[config.mk]
export PLATFORM = sky130hd
export DESIGN_NAME = tape_row_strobe_gating
export DESIGN_NICKNAME = d
export VERILOG_FILES = /design/src/verilog/tape_row_pkg.sv /design/src/verilog/hole_sync.sv /design/src/verilog/tape_row_strobe_gating.sv
export VERILOG_INCLUDE_DIRS = /design/src /design/src/verilog
export SDC_FILE = /design/constraint.sdc
export NUM_CORES = 1
export LEC_CHECK = 0
export ABC_CLOCK_PERIOD_IN_PS = 2600
export BUFFER_PORTS_ARGS = -buffer_cell sky130_fd_sc_hd__buf_2
export CELL_PAD_IN_SITES_DETAIL_PLACEMENT = 1
export CELL_PAD_IN_SITES_GLOBAL_PLACEMENT = 2
export CORE_AREA = 2 2 57 59
export CTS_CLUSTER_DIAMETER = 60
export CTS_CLUSTER_SIZE = 28
export DETAILED_ROUTE_END_ITERATION = 10
export DIE_AREA = 0 0 59 61
export PLACE_DENSITY_LB_ADDON = 0.1
export SLEW_MARGIN = 20
export SYNTH_ARGS = -nofsm -noshare
export SYNTH_HDL_FRONTEND = slang
export SYNTH_HIERARCHICAL = 1
export SYNTH_SLANG_ARGS = --single-unit
export TNS_END_PERCENT = 1
[constraint.sdc]
create_clock -name clk -period 2.6 [get_ports clk]
set_clock_uncertainty 0.15 [all_clocks]
set_input_delay 0.13 -clock clk [delete_from_list [all_inputs] [get_ports clk]]
set_output_delay 0.13 -clock clk [all_outputs]
set_load 0.01 [all_outputs]
[src/verilog/tape_row_cfg.svh]
// Constants for the tape row strobe gating block.
// Assumes inclusion by bare name from the package and design files.
`ifndef TAPE_ROW_CFG_SVH
`define TAPE_ROW_CFG_SVH

`define DATA_CHANNELS   8
`define SYNC_STAGES     2
`define HOLE_VALUE      1'b1
`define NO_HOLE_VALUE   1'b0
`define STROBE_N_IDLE   1'b1

`endif

[src/verilog/tape_row_pkg.sv]
// Types for the tape row strobe gating block.
// Assumes the configuration header is on the include path.
`include "tape_row_cfg.svh"

package tape_row_pkg;

    typedef logic [`DATA_CHANNELS-1:0] row_word_t;

    typedef struct packed {
        logic      sprocket;
        row_word_t data;
    } hole_sense_t;

    typedef struct packed {
        logic stopRequest;
        logic startRequest;
    } motion_cmd_t;

    typedef enum logic {
        RUN_FREE,
        HELD
    } hold_state_t;

endpackage

[src/verilog/hole_sync.sv]
// Two-stage synchroniser for a bundle of asynchronous level inputs.
// Assumes a free-running clock; first stage feeds only the second.
`timescale 1ns/100ps

module hole_sync #(
    parameter int WIDTH = 11
) (
    // Clock and reset
    input  wire logic             clk,
    input  wire logic             rst_n,
    // Levels
    input  wire logic [WIDTH-1:0] asyncIn,
    output logic      [WIDTH-1:0] syncOut
);

    logic [WIDTH-1:0] meta_ff;
    logic [WIDTH-1:0] sync_ff;
    logic [WIDTH-1:0] nxt_meta;
    logic [WIDTH-1:0] nxt_sync;

    always_comb begin
        nxt_meta = rst_n ? asyncIn : '0;
        nxt_sync = rst_n ? meta_ff : '0;
    end

    always_ff @(posedge clk) begin
        meta_ff <= nxt_meta;
        sync_ff <= nxt_sync;
    end

    assign syncOut = sync_ff;

endmodule // hole_sync

[src/verilog/tape_row_strobe_gating.sv]
// Sprocket-gated row output for a perforated-tape reader.
// Assumes hole sensors and stop/start requests are levels, sampled on clk.
//
// Functional notes
// - A sensed hole reads as one on its output, no hole as zero.
// - Sprocket hole yields a clean sprocket-present level to strobe generation.
// - Internal active-low strobe is zero exactly while sprocket hole sensed or stop-hold is held.
// - External strobe is complement of internal strobe, high during hole.
// - Eight parallel data outputs, one per tape data track.
// - Gated mode without stop-hold: data output asserted only when its hole and strobe coincide.
// - One common strobe gates all eight channels, same start and end.
// - Ungated configuration passes data sensors straight through, not gated by the strobe, which is still driven.
// - Stop-hold mode ORs stop request into sprocket path, forcing strobe.
// - Forced strobe persists until a start request, then releases.
// - Stop-hold in gated mode: asserted data feeds back, holding itself while strobe zero.
// - Stop-hold in gated mode: data stays latched until start, then all released.
// - Gated mode combines each channel's hole with the internal strobe.
`timescale 1ns/100ps
`include "tape_row_cfg.svh"

module tape_row_strobe_gating
    import tape_row_pkg::*;
#(
    parameter int CHANNELS = `DATA_CHANNELS
) (
    // Clock and reset
    input  wire logic                clk,
    input  wire logic                rst_n,
    // Hole sensors
    input  wire logic                sprocketHole,
    input  wire logic [CHANNELS-1:0] dataHole,
    // Motion control requests
    input  wire logic                stopRequest,
    input  wire logic                startRequest,
    // Configuration straps
    input  wire logic                gatedMode,
    input  wire logic                stop_hold_option,
    // Row outputs
    output logic                     row_strobe,
    output logic                     row_strobe_n,
    output logic      [CHANNELS-1:0] rowData
);

    localparam int SYNC_W = CHANNELS + 3;

    logic [SYNC_W-1:0]   syncIn;
    logic [SYNC_W-1:0]   syncOut;
    logic                holeSprocket;
    logic [CHANNELS-1:0] holeData;
    motion_cmd_t         cmd;

    hold_state_t         hold_ff;
    hold_state_t         nxt_hold;
    logic                strobeN_ff;
    logic                nxt_strobeN;
    logic                strobe_ff;
    logic                nxt_strobe;
    logic [CHANNELS-1:0] data_ff;
    logic [CHANNELS-1:0] nxt_data;
    logic                strobeNNow;

    assign syncIn = {sprocketHole, stopRequest, startRequest, dataHole};

    hole_sync #(
        .WIDTH (SYNC_W)
    ) u_sync (
        .clk     (clk),
        .rst_n   (rst_n),
        .asyncIn (syncIn),
        .syncOut (syncOut)
    );

    assign holeSprocket     = syncOut[SYNC_W-1];
    assign cmd.stopRequest  = syncOut[SYNC_W-2];
    assign cmd.startRequest = syncOut[SYNC_W-3];
    assign holeData         = syncOut[CHANNELS-1:0];

    // Stop-hold state: a start in the same cycle as a stop wins release.
    always_comb begin
        nxt_hold = hold_ff;
        case (hold_ff)
            RUN_FREE: begin
                if (stop_hold_option && cmd.stopRequest &&
                    !cmd.startRequest) begin
                    nxt_hold = HELD;
                end
            end
            HELD: begin
                if (cmd.startRequest || !stop_hold_option) begin
                    nxt_hold = RUN_FREE;
                end
            end
            default: nxt_hold = RUN_FREE;
        endcase
        if (!rst_n) begin
            nxt_hold = RUN_FREE;
        end
    end

    always_ff @(posedge clk) begin
        hold_ff <= nxt_hold;
    end

    always_comb begin
        strobeNNow  = !(holeSprocket || nxt_hold == HELD);
        nxt_strobeN = rst_n ? strobeNNow : `STROBE_N_IDLE;
        nxt_strobe  = !nxt_strobeN;
    end

    always_ff @(posedge clk) begin
        strobeN_ff <= nxt_strobeN;
        strobe_ff  <= nxt_strobe;
    end

    genvar ch;
    generate
        for (ch = 0; ch < CHANNELS; ch++) begin : g_chan
            always_comb begin
                if (!rst_n) begin
                    nxt_data[ch] = `NO_HOLE_VALUE;
                end else if (!gatedMode) begin
                    nxt_data[ch] = holeData[ch];
                end else if (stop_hold_option) begin
                    nxt_data[ch] = (holeData[ch] || data_ff[ch]) &&
                                   !strobeNNow;
                end else begin
                    nxt_data[ch] = holeData[ch] && !strobeNNow;
                end
            end
        end
    endgenerate

    always_ff @(posedge clk) begin
        data_ff <= nxt_data;
    end

    assign rowData      = data_ff;
    assign row_strobe_n = strobeN_ff;
    assign row_strobe   = strobe_ff;

endmodule // tape_row_strobe_gating

* Word level (Yosys, flattened, before mapping) *
Cells that the tools add are included.

storage, ports and cells
  flip-flop bits (word level) = 33
  bits in latches = 0
  memory bits (writable) = 0
  ROM bits = 0
  input bits = 15
  output and inout bits = 10
  logic and storage cells = 60
  memories = 0

cells by class
  $add $sub $neg = 0
  multipliers = 0
  divide/modulo/power cells = 0
  $lt $le $gt $ge = 0
  eq/ne operators = 0
  shift operators = 0
  mux-type cells = 21
  bitwise gates (word level) = 1
  reduce and logical (&&, ||, !) cells = 32

operators with widths
  kind               number
  $mux 1             20
  $logic_and 1x1->1  18
  $logic_or 1x1->1   10
  $logic_not 1->1    4
  $pmux 1 s2         1
  $not 1->1          1

* Depth between registers and ports, before layout *
Gate-level depths: netlist (run 1).

  word-level depth = 9
  mapped depth = 4
  depth with buffers taken out = 3

* Modules after synthesis *
The synthesis (run 1) kept the hierarchy.

modules (own cells, without submodules)
  module                  times used  cells an instance  area each (um^2)  sequential area each (um^2)
  hole_sync               1           46                 620.6             440.4
  tape_row_strobe_gating  1           37                 357.8             220.2

* Worst setup path after synthesis (run 1) *
Ideal clock, no wire load.

  kind = reg2reg
  start point = register u_sync.sync_ff[9] (netlist: u_sync/syncOut[9])
  end point = register data_ff[0] (netlist: rowData[0])
  setup time = 64 ps
  arrival = 805 ps
  required time = 2386 ps
  setup slack = 1581 ps
  stages on the path, launching flop included = 4
  path buffers = 0
  period minus slack after synthesis = 1019 ps
  cell sequence = dfxtp_1 -> nor2_1 -> o32a_4 -> nor2_1

on the way
  cells in the longest elaborated chain, start to end = 9
  elaborated cells on any way between the ends = 10
  classes of those cells = mux (5); reduce/logical (5)

ends and longest elaborated chain
  item                                  RTL line                                                      RTL
  start: declaration                    hole_sync.sv:17                                               logic [WIDTH-1:0] sync_ff;
  start signal: assignment              hole_sync.sv:28                                               sync_ff <= nxt_sync;
  $logic_and 1x1->1 * (2 in series)     tape_row_strobe_gating.sv:83                                  if (stop_hold_option && cmd.stopRequest &&
  $mux 1 *                              tape_row_strobe_gating.sv:83
  $pmux 1 s2 *                          tape_row_strobe_gating.sv:81                                  case (hold_ff)
  $mux 1 *                              tape_row_strobe_gating.sv:95                                  if (!rst_n) begin
  $logic_or 1x1->1 *                    tape_row_strobe_gating.sv:105                                 strobeNNow = !(holeSprocket || nxt_hold == HELD);
  $logic_and 1x1->1 (on tied branches)  tape_row_strobe_gating.sv:127, tape_row_strobe_gating.sv:124
  $mux 1 *                              tape_row_strobe_gating.sv:123                                 end else if (stop_hold_option) begin
  $mux 1 *                              tape_row_strobe_gating.sv:121                                 end else if (!gatedMode) begin
  end signal: assignment                tape_row_strobe_gating.sv:134                                 data_ff <= nxt_data;
  end: declaration                      tape_row_strobe_gating.sv:58                                  logic [CHANNELS-1:0] data_ff;

Mark *: on every way between the ends. The rest lies on a longest branch, timed or not.
A chain may end at the register's enable or synchronous reset.

* Worst setup path in the final report (run 1) *
  start point = input stop_hold_option
  end point = register strobeN_ff (netlist: row_strobe_n)

on the way
  cells in the longest elaborated chain, start to end = 8
  elaborated cells on any way between the ends = 11
  classes of those cells = mux (5); reduce/logical (6)

ends and longest elaborated chain
  item                                                          RTL line                                                    RTL
  start: declaration                                            tape_row_strobe_gating.sv:37                                input wire logic stop_hold_option,
  $logic_not 1->1 / $logic_and 1x1->1 (equally long branches)   tape_row_strobe_gating.sv:89, tape_row_strobe_gating.sv:83
  $logic_or 1x1->1 / $logic_and 1x1->1 (equally long branches)  tape_row_strobe_gating.sv:89, tape_row_strobe_gating.sv:83
  $mux 1 (on tied branches)                                     tape_row_strobe_gating.sv:89, tape_row_strobe_gating.sv:83
  $pmux 1 s2 *                                                  tape_row_strobe_gating.sv:81
  $mux 1 *                                                      tape_row_strobe_gating.sv:95
  named net nxt_hold                                            tape_row_strobe_gating.sv:53                                hold_state_t nxt_hold;
  $logic_or 1x1->1 *                                            tape_row_strobe_gating.sv:105
  $logic_not 1->1 *                                             tape_row_strobe_gating.sv:105
  $mux 1 (no source line) *                                     -
  named net nxt_strobeN                                         tape_row_strobe_gating.sv:55                                logic nxt_strobeN;
  end signal: assignment                                        tape_row_strobe_gating.sv:111                               strobeN_ff <= nxt_strobeN;
  end: declaration                                              tape_row_strobe_gating.sv:54                                logic strobeN_ff;

Mark *: on every way through the listed nets, which the timed path passes. The rest lies on a longest branch.

==> results.md, run 1 <==
- Predominant post-synthesis flop cell: dfxtp_1
- Num CTS Buffers: 5
- Final GP Congestion: 0.712
- Compound-Gate Fraction of Synth Area: 7.67%
- Seq/Total Area, Yosys: 67.5%
- DRC Markers: 0
- Worst path arrival time: 1290 ps
- Synth Area in Simple Gates: 21.7%
- Syn Inst Count: 83
- Final Hold Fails: 0
- Clock tree buffer depth: 2
- CTS sink cnt: 33
- Mapped cell area: 978 um^2
- Post-route clock period utilization: 48.0%
- Post-synth top area cell: dfxtp_1
- Largest family of logic cells by synthesized area: simple AND/OR/NAND/NOR gates
- Drt pass-1 iters: 3
- CTS tree: done
- Startpoint types: input pin
- Vias in the first global route: 657
- GRT Total Usage: 11.2%
- DRT Wirelength: 1590 um
- Final net count: 138
- Largest net degree at the start of global routing: 27
- Initial antenna violation count: 0
- Number of synthesized register bits: 33
- Max VDD drop: 306 uV
- Grt ovf: 0
- Status: complete, no violations
- Required time of the critical path: 2640 ps
- Row cnt: 20
- Initial DRC Count: 16
- Pwr/cell area: 674 nW/um^2
- Die Y: 61 um
- Die ar.: 3600 um^2
- Ant diodes: 0
- Fin. max-slew vios: 0
- Critical path endpoint category: flip-flop
- Via count: 653
- Async set or reset register ratio after synthesis: 0%
- Final WS setup: 1350 ps
- Htree depth: 2
- Die Wd: 59 um
- IO buf count: 24
- Pre-CTS WS: 1300 ps
- Main area contributors after synthesis: dfxtp_1 (68%), and2_2 (12%), and2_1 (4.5%), a21oi_1 (4.1%), nor2_1 (3.5%)
- Core Footprint: 2950 um^2
- Share of layout cells above drive strength 1: 38.2%
- First-pass GRT wire length: 2720 um
- Post-route antenna net violation count: 0
- Initial Utilization: 33.1%
- Top cell type's share of synthesized area: 67.5%
- Crit path max fanout: 3
- Tightest Hold Check Type: input pin to flip-flop
- Relative slew slack: 76.3%
- Worst Max-Slew Pin Slew: 353 ps
- Avg Inst Size Synth: 11.8 um^2
- Max Cap Viol: 0
- EDFF count, synth: 0
- Reg clk slew, reported paths: 90 ps
- # IOs: 25
- Synth cell types: 14
- Post-CTS sizing: 0
- Root Driver: clkbuf_4
- Leakage: 0.574 nW
- Final Critical Period: 1250 ps
- Area Growth Syn to Fin: 31.7%
- Clk_lat worst skew: 320 ps
- Setup TNS: 0 ps
- Synth top cells by count: dfxtp_1 (33), and2_2 (16), nor2_1 (9)
- Per-cell routed wire length: 10.2 um
- Synthesized Nets: 98
- Peak Freq: 801 MHz
- Final setup viols: 0
- Fraction of the mapped netlist area in adder cells: 0%
- Setup repair after global routing missed its margin: no
- Synth Area in XOR/XNOR: 0%
- YS warnings: 6
- Via density: 4.19
- Post-synthesis mux area share: 0%
- Critical path class: input pin to flip-flop
- Most numerous cell in the Yosys netlist: dfxtp_1
## power by group
group | internal, mW | total [mW] | leakage, nW | switching [mW]
clock | 0.127 | 0.276 | 0.0314 | 0.148
sequential | 0.525 | 0.531 | 0.271 | 0.00597
combinational | 0.0376 | 0.0614 | 0.271 | 0.0238
## per-stage QoR
step	utilization (%)	hold slack (ps)	instance area [um^2]	power, mW	cells
6_report	43.6	23.6	1290	0.868	156
5_1_grt	43.6	53.9	1290	0.919	156
4_1_cts	43.6	27.9	1290	0.887	156
3_5_place_dp	37.7	192	1110	0.593	137
3_3_place_gp	37.7	187	1110	0.590	137
2_1_floorplan	-	56.2	978	0.573	83
## cell usage in the layout (no fill, tap or decap), types with 5 or more instances in the layout
master / n
and2_1: 7
a21oi_1: 8
dlygate4sd3_1: 12
buf_2: 24
nor2_1: 9
clkbuf_4: 5
and2_2: 16
dfxtp_1: 33
## final timing paths
path | startpoint | to | slack [ps] | depth (start not counted)
min | rst_n | row_strobe_n$_DFF_P_ | 20 | 2
min reg2reg | u_sync/meta_ff[7]$_SDFF_PN0_ | u_sync/syncOut[7]$_SDFF_PN0_ | 290 | 1
max | stop_hold_option | row_strobe_n$_DFF_P_ | 1350 | 5
max reg2reg | hold_ff$_DFF_P_ | rowData[2]$_SDFF_PN0_ | 1490 | 3
## registers in the layout, summed over array words and instances (netlist names)
register / cells
row_strobe: 1
u_sync/syncOut: 11
rowData: 8
hold_ff: 1
u_sync/meta_ff: 11
row_strobe_n: 1
## what timing repair did
item,CTS,global route
hold endpoints to repair,12,0
setup buffers,0,0
hold buffers,12,0
## kinds of logic (layout without fill, tap and decap cells)
family,Yosys count,in the layout
AND/OR/NAND/NOR,35,35
flip-flops,33,33
AO/OA/AOI/OAI,11,11
buffers and inverters,4,44
## final cells by class
cell class / count / area [um^2]
repair buffers: 36 / 240
multi-input cells: 46 / 288
flip-flops and latches: 33 / 661
inverters: 1 / 3.75
fillers: 344 / 1660
clock buffers: 7 / 55.1
well taps: 33 / 41.3
## critical path: stages
cell and delay (ps):
dlygate4sd3_1 540, buf_2 120, nand2_1 70, nor3_1 300, o21ai_0 130
## per-layer routing
layer  GRT usage [%]  vias up  part of all wire (%)
li1                -      341                     -
met1            11.0      285                    42
met2            17.8       23                    48
met3            7.04        4                   8.0
met4            6.82        0                   1.9
met5               0        -                     0
(Power assumes the default switching activity.)
==> run 2: changes to the inputs <==
--- a/config.mk
+++ b/config.mk
@@ -6,15 +6,15 @@
 export SDC_FILE = /design/constraint.sdc
 export NUM_CORES = 1
 export LEC_CHECK = 0
-export ABC_CLOCK_PERIOD_IN_PS = 2600
+export ABC_CLOCK_PERIOD_IN_PS = 1100
 export BUFFER_PORTS_ARGS = -buffer_cell sky130_fd_sc_hd__buf_2
 export CELL_PAD_IN_SITES_DETAIL_PLACEMENT = 1
 export CELL_PAD_IN_SITES_GLOBAL_PLACEMENT = 2
-export CORE_AREA = 2 2 57 59
+export CORE_AREA = 2 2 63 65
 export CTS_CLUSTER_DIAMETER = 60
 export CTS_CLUSTER_SIZE = 28
 export DETAILED_ROUTE_END_ITERATION = 10
-export DIE_AREA = 0 0 59 61
+export DIE_AREA = 0 0 65 67
 export PLACE_DENSITY_LB_ADDON = 0.1
 export SLEW_MARGIN = 20
 export SYNTH_ARGS = -nofsm -noshare
==> constraint.sdc (replaced) <==
create_clock -name clk -period 1.1 [get_ports clk]
set_clock_uncertainty 0.15 [all_clocks]
set_input_delay 0.055 -clock clk [delete_from_list [all_inputs] [get_ports clk]]
set_output_delay 0.055 -clock clk [all_outputs]
set_load 0.01 [all_outputs]
==> run 2 against run 1 <==
Compared with the run above:
- cell area is 5.1% higher
- die area rose by 21%
- hold slack worse by 77 ps
- largest power group unchanged
- critical path type is now flip-flop to flip-flop
- setup slack got worse by 1300 ps
- the run now ends with hold timing left
==> results.md, run 2 (same netlist as run 1, synthesis figures left out) <==
- Status: finished, violations left
- Failing checks: hold timing
- Final GP Congestion: 0.656 (-7.9%)
- Die Y: 67 um (+9.8%)
- Commonest non-fill, non-tap cell in the layout: dfxtp_1
- Area Growth Syn to Fin: 38.5%
- Per-cell routed wire length: 9.28 um (-9.1%)
- Clock share of power: 40.7% (+9.0 points)
- Core Footprint: 3610 um^2 (+22%)
- Post-route clock period utilization: 96.9%
- DRT Wirelength: 1600 um (+0.19%)
- Final Hold Fails: 1 (+1)
- Die ar.: 4360 um^2 (+21%)
- Relative slew slack: 79.0% (+2.7 points)
- Tightest Hold Check Type: input pin to flip-flop
- Root Driver: clkbuf_8
- Power share of the combinational group: 6.1% (-1.0 points)
- Worst path arrival time: 1130 ps (-160 ps)
- Leakage: 0.599 nW (+4.2%)
- Non-Filler Instances: 172 (+10%)
- Row cnt: 22 (+10%)
- Post-route antenna net violation count: 0 (unchanged)
- Required time of the critical path: 1160 ps (-1480 ps)
- Reg2Reg Depth: 3 (unchanged)
- Critical R2R Capture: rowData[5]$_SDFF_PN0_
- Post-CTS Setup Inserts: 0 (unchanged)
- Switching Fraction: 19.8% (-0.72 points)
- Hold EP: hold_ff$_DFF_P_
- Reg2reg start: hold_ff$_DFF_P_
- Commonest non-fill, non-tap cells in the layout: dfxtp_1 (32), buf_2 (24), and2_2 (16)
- Initial Utilization: 27.1% (-6.0 points)
- Int Pwr: 1.90 mW (+170%)
- Startpoint types: flip-flop
- # IOs: 25 (unchanged)
- Pre-CTS WS: 26.5 ps (-1270 ps)
- IO buf count: 24 (unchanged)
- Clock tree buffer depth: 2 (unchanged)
- Max VDD drop: 561 uV (+83%)
- Placed Cells: 153 (+12%)
- Via count: 650 (-0.46%)
- Hold wc startpoint: stop_hold_option
- CTS Hold Bufs: 11 (-1)
- Share of layout cells above drive strength 1: 41.9% (+3.7 points)
- Hold WS: -53.4 ps (-77.0 ps)
- Final net count: 138 (unchanged)
- Critical path endpoint category: flip-flop
- Critical path class: flip-flop to flip-flop
- Seq. cell area: 662 um^2 (+0.19%)
- Peak Freq: 938 MHz
- Max Cap Viol: 0 (unchanged)
- Clk_lat worst skew: 270 ps (-50 ps)
- Final Critical Period: 1070 ps
- Reg clk slew, reported paths: 60 ps (-30 ps)
- Num CTS Buffers: 5 (unchanged)
- Crit path max fanout: 8 (+5)
- Final setup viols: 0 (unchanged)
- Switching pwr: 0.468 mW (+160%)
- Worst Max-Slew Pin Slew: 313 ps (-39.8 ps)
- Fin. max-slew vios: 0 (unchanged)
- CTS tree: done
- CTS sink cnt: 33 (unchanged)
- Final WS setup: 33.9 ps (-1320 ps)
- Ant diodes: 0 (unchanged)
- Largest net degree at the start of global routing: 25 (-7.4%)
- Htree depth: 2 (unchanged)
- Die Wd: 65 um (+10%)
- Initial DRC Count: 26 (+10)
- Setup TNS: 0 ps (unchanged)
- Dpl hpwl: 1100 um
- Initial antenna violation count: 0 (unchanged)
- DRC Markers: 0 (unchanged)
- First-pass GRT wire length: 2760 um (+1.5%)
- Vias in the first global route: 637 (-3.0%)
- Via density: 3.78 (-9.7%)
- R2r setup slk: 30 ps (-1460 ps)
- Sequential power share: 53.2% (-8.0 points)
- Grt ovf: 0 (unchanged)
- Setup repair after global routing missed its margin: yes
- Area taken by multi-input logic gates: 290 um^2 (+0.87%)
- Drt pass-1 iters: 3 (unchanged)
- # fillers: 416 (+21%)
- Hold path cells: 3 (+1)
- GRT Total Usage: 9.01% (-2.1 points)
- Pwr/cell area: 1750 nW/um^2 (+160%)
==> run 2: cell types whose count changed in the layout (fill, tap and decap cells not counted), sizes merged <==
cell         change
dlygate4sd3      -1
clkinv           +1
buf              +1
==> run 2: critical path: stages (launching register included) <==
cell and delay (ps):
dfxtp_1 320, nor2_2 40, o32a_4 390, nor2_1 100
==> run 2: power groups by stage <==
stage / clock (mW) / sequential [mW] / combinational (mW)
after floorplan: 0 / 1.29 / 0.0701
after global placement: 0 / 1.28 / 0.116
after detailed placement: 0 / 1.28 / 0.118
after CTS: 1.00 / 1.26 / 0.148
after global routing: 1.08 / 1.26 / 0.165
final: 0.963 / 1.26 / 0.145
==> run 2: stage by stage <==
stage	instance area, um^2	total power, mW	util (%)
floorplan	978	1.36	-
global placement	1140	1.40	31.6
detailed placement	1140	1.40	31.6
CTS	1350	2.41	37.5
global route	1360	2.50	37.6
finish	1360	2.37	37.6
==> run 2: timing repair <==
action | CTS | global route
endpoints found under the hold margin | 12 | 1
resized for setup | 0 | 2
setup endpoints to repair | 0 | 10
==> run 2: worst max path at each step <==
stage | startpoint | to | slack (ps) | depth (start not counted)
floorplan | u_sync/syncOut[9]$_SDFF_PN0_ | rowData[0]$_SDFF_PN0_ | 80 | 3
global placement | u_sync/syncOut[9]$_SDFF_PN0_ | rowData[0]$_SDFF_PN0_ | 40 | 3
detailed placement | u_sync/syncOut[9]$_SDFF_PN0_ | rowData[7]$_SDFF_PN0_ | 30 | 3
CTS | u_sync/syncOut[9]$_SDFF_PN0_ | rowData[7]$_SDFF_PN0_ | 20 | 3
global route | u_sync/syncOut[9]$_SDFF_PN0_ | row_strobe_n$_DFF_P_ | -10 | 3
finish | hold_ff$_DFF_P_ | rowData[5]$_SDFF_PN0_ | 30 | 3
==> run 2: cell type report <==
class | instances | share of cell area (%)
Clock buffer | 7 | 7.11
Multi-Input combinational cell | 46 | 21.4
Clock inverter | 1 | 0.369
Inverter | 1 | 0.277
Sequential cell | 33 | 48.8
Tap cell | 48 | 4.43
Timing Repair Buffer | 36 | 17.5
==> run 2: routing by layer <==
layer | track usage [%] | vias up | routed length [um]
met5 | 0 | - | 0
met2 | 13.3 | 20 | 695
met4 | 6.38 | 0 | 45
li1 | - | 341 | -
met1 | 9.70 | 284 | 734
met3 | 5.07 | 5 | 121
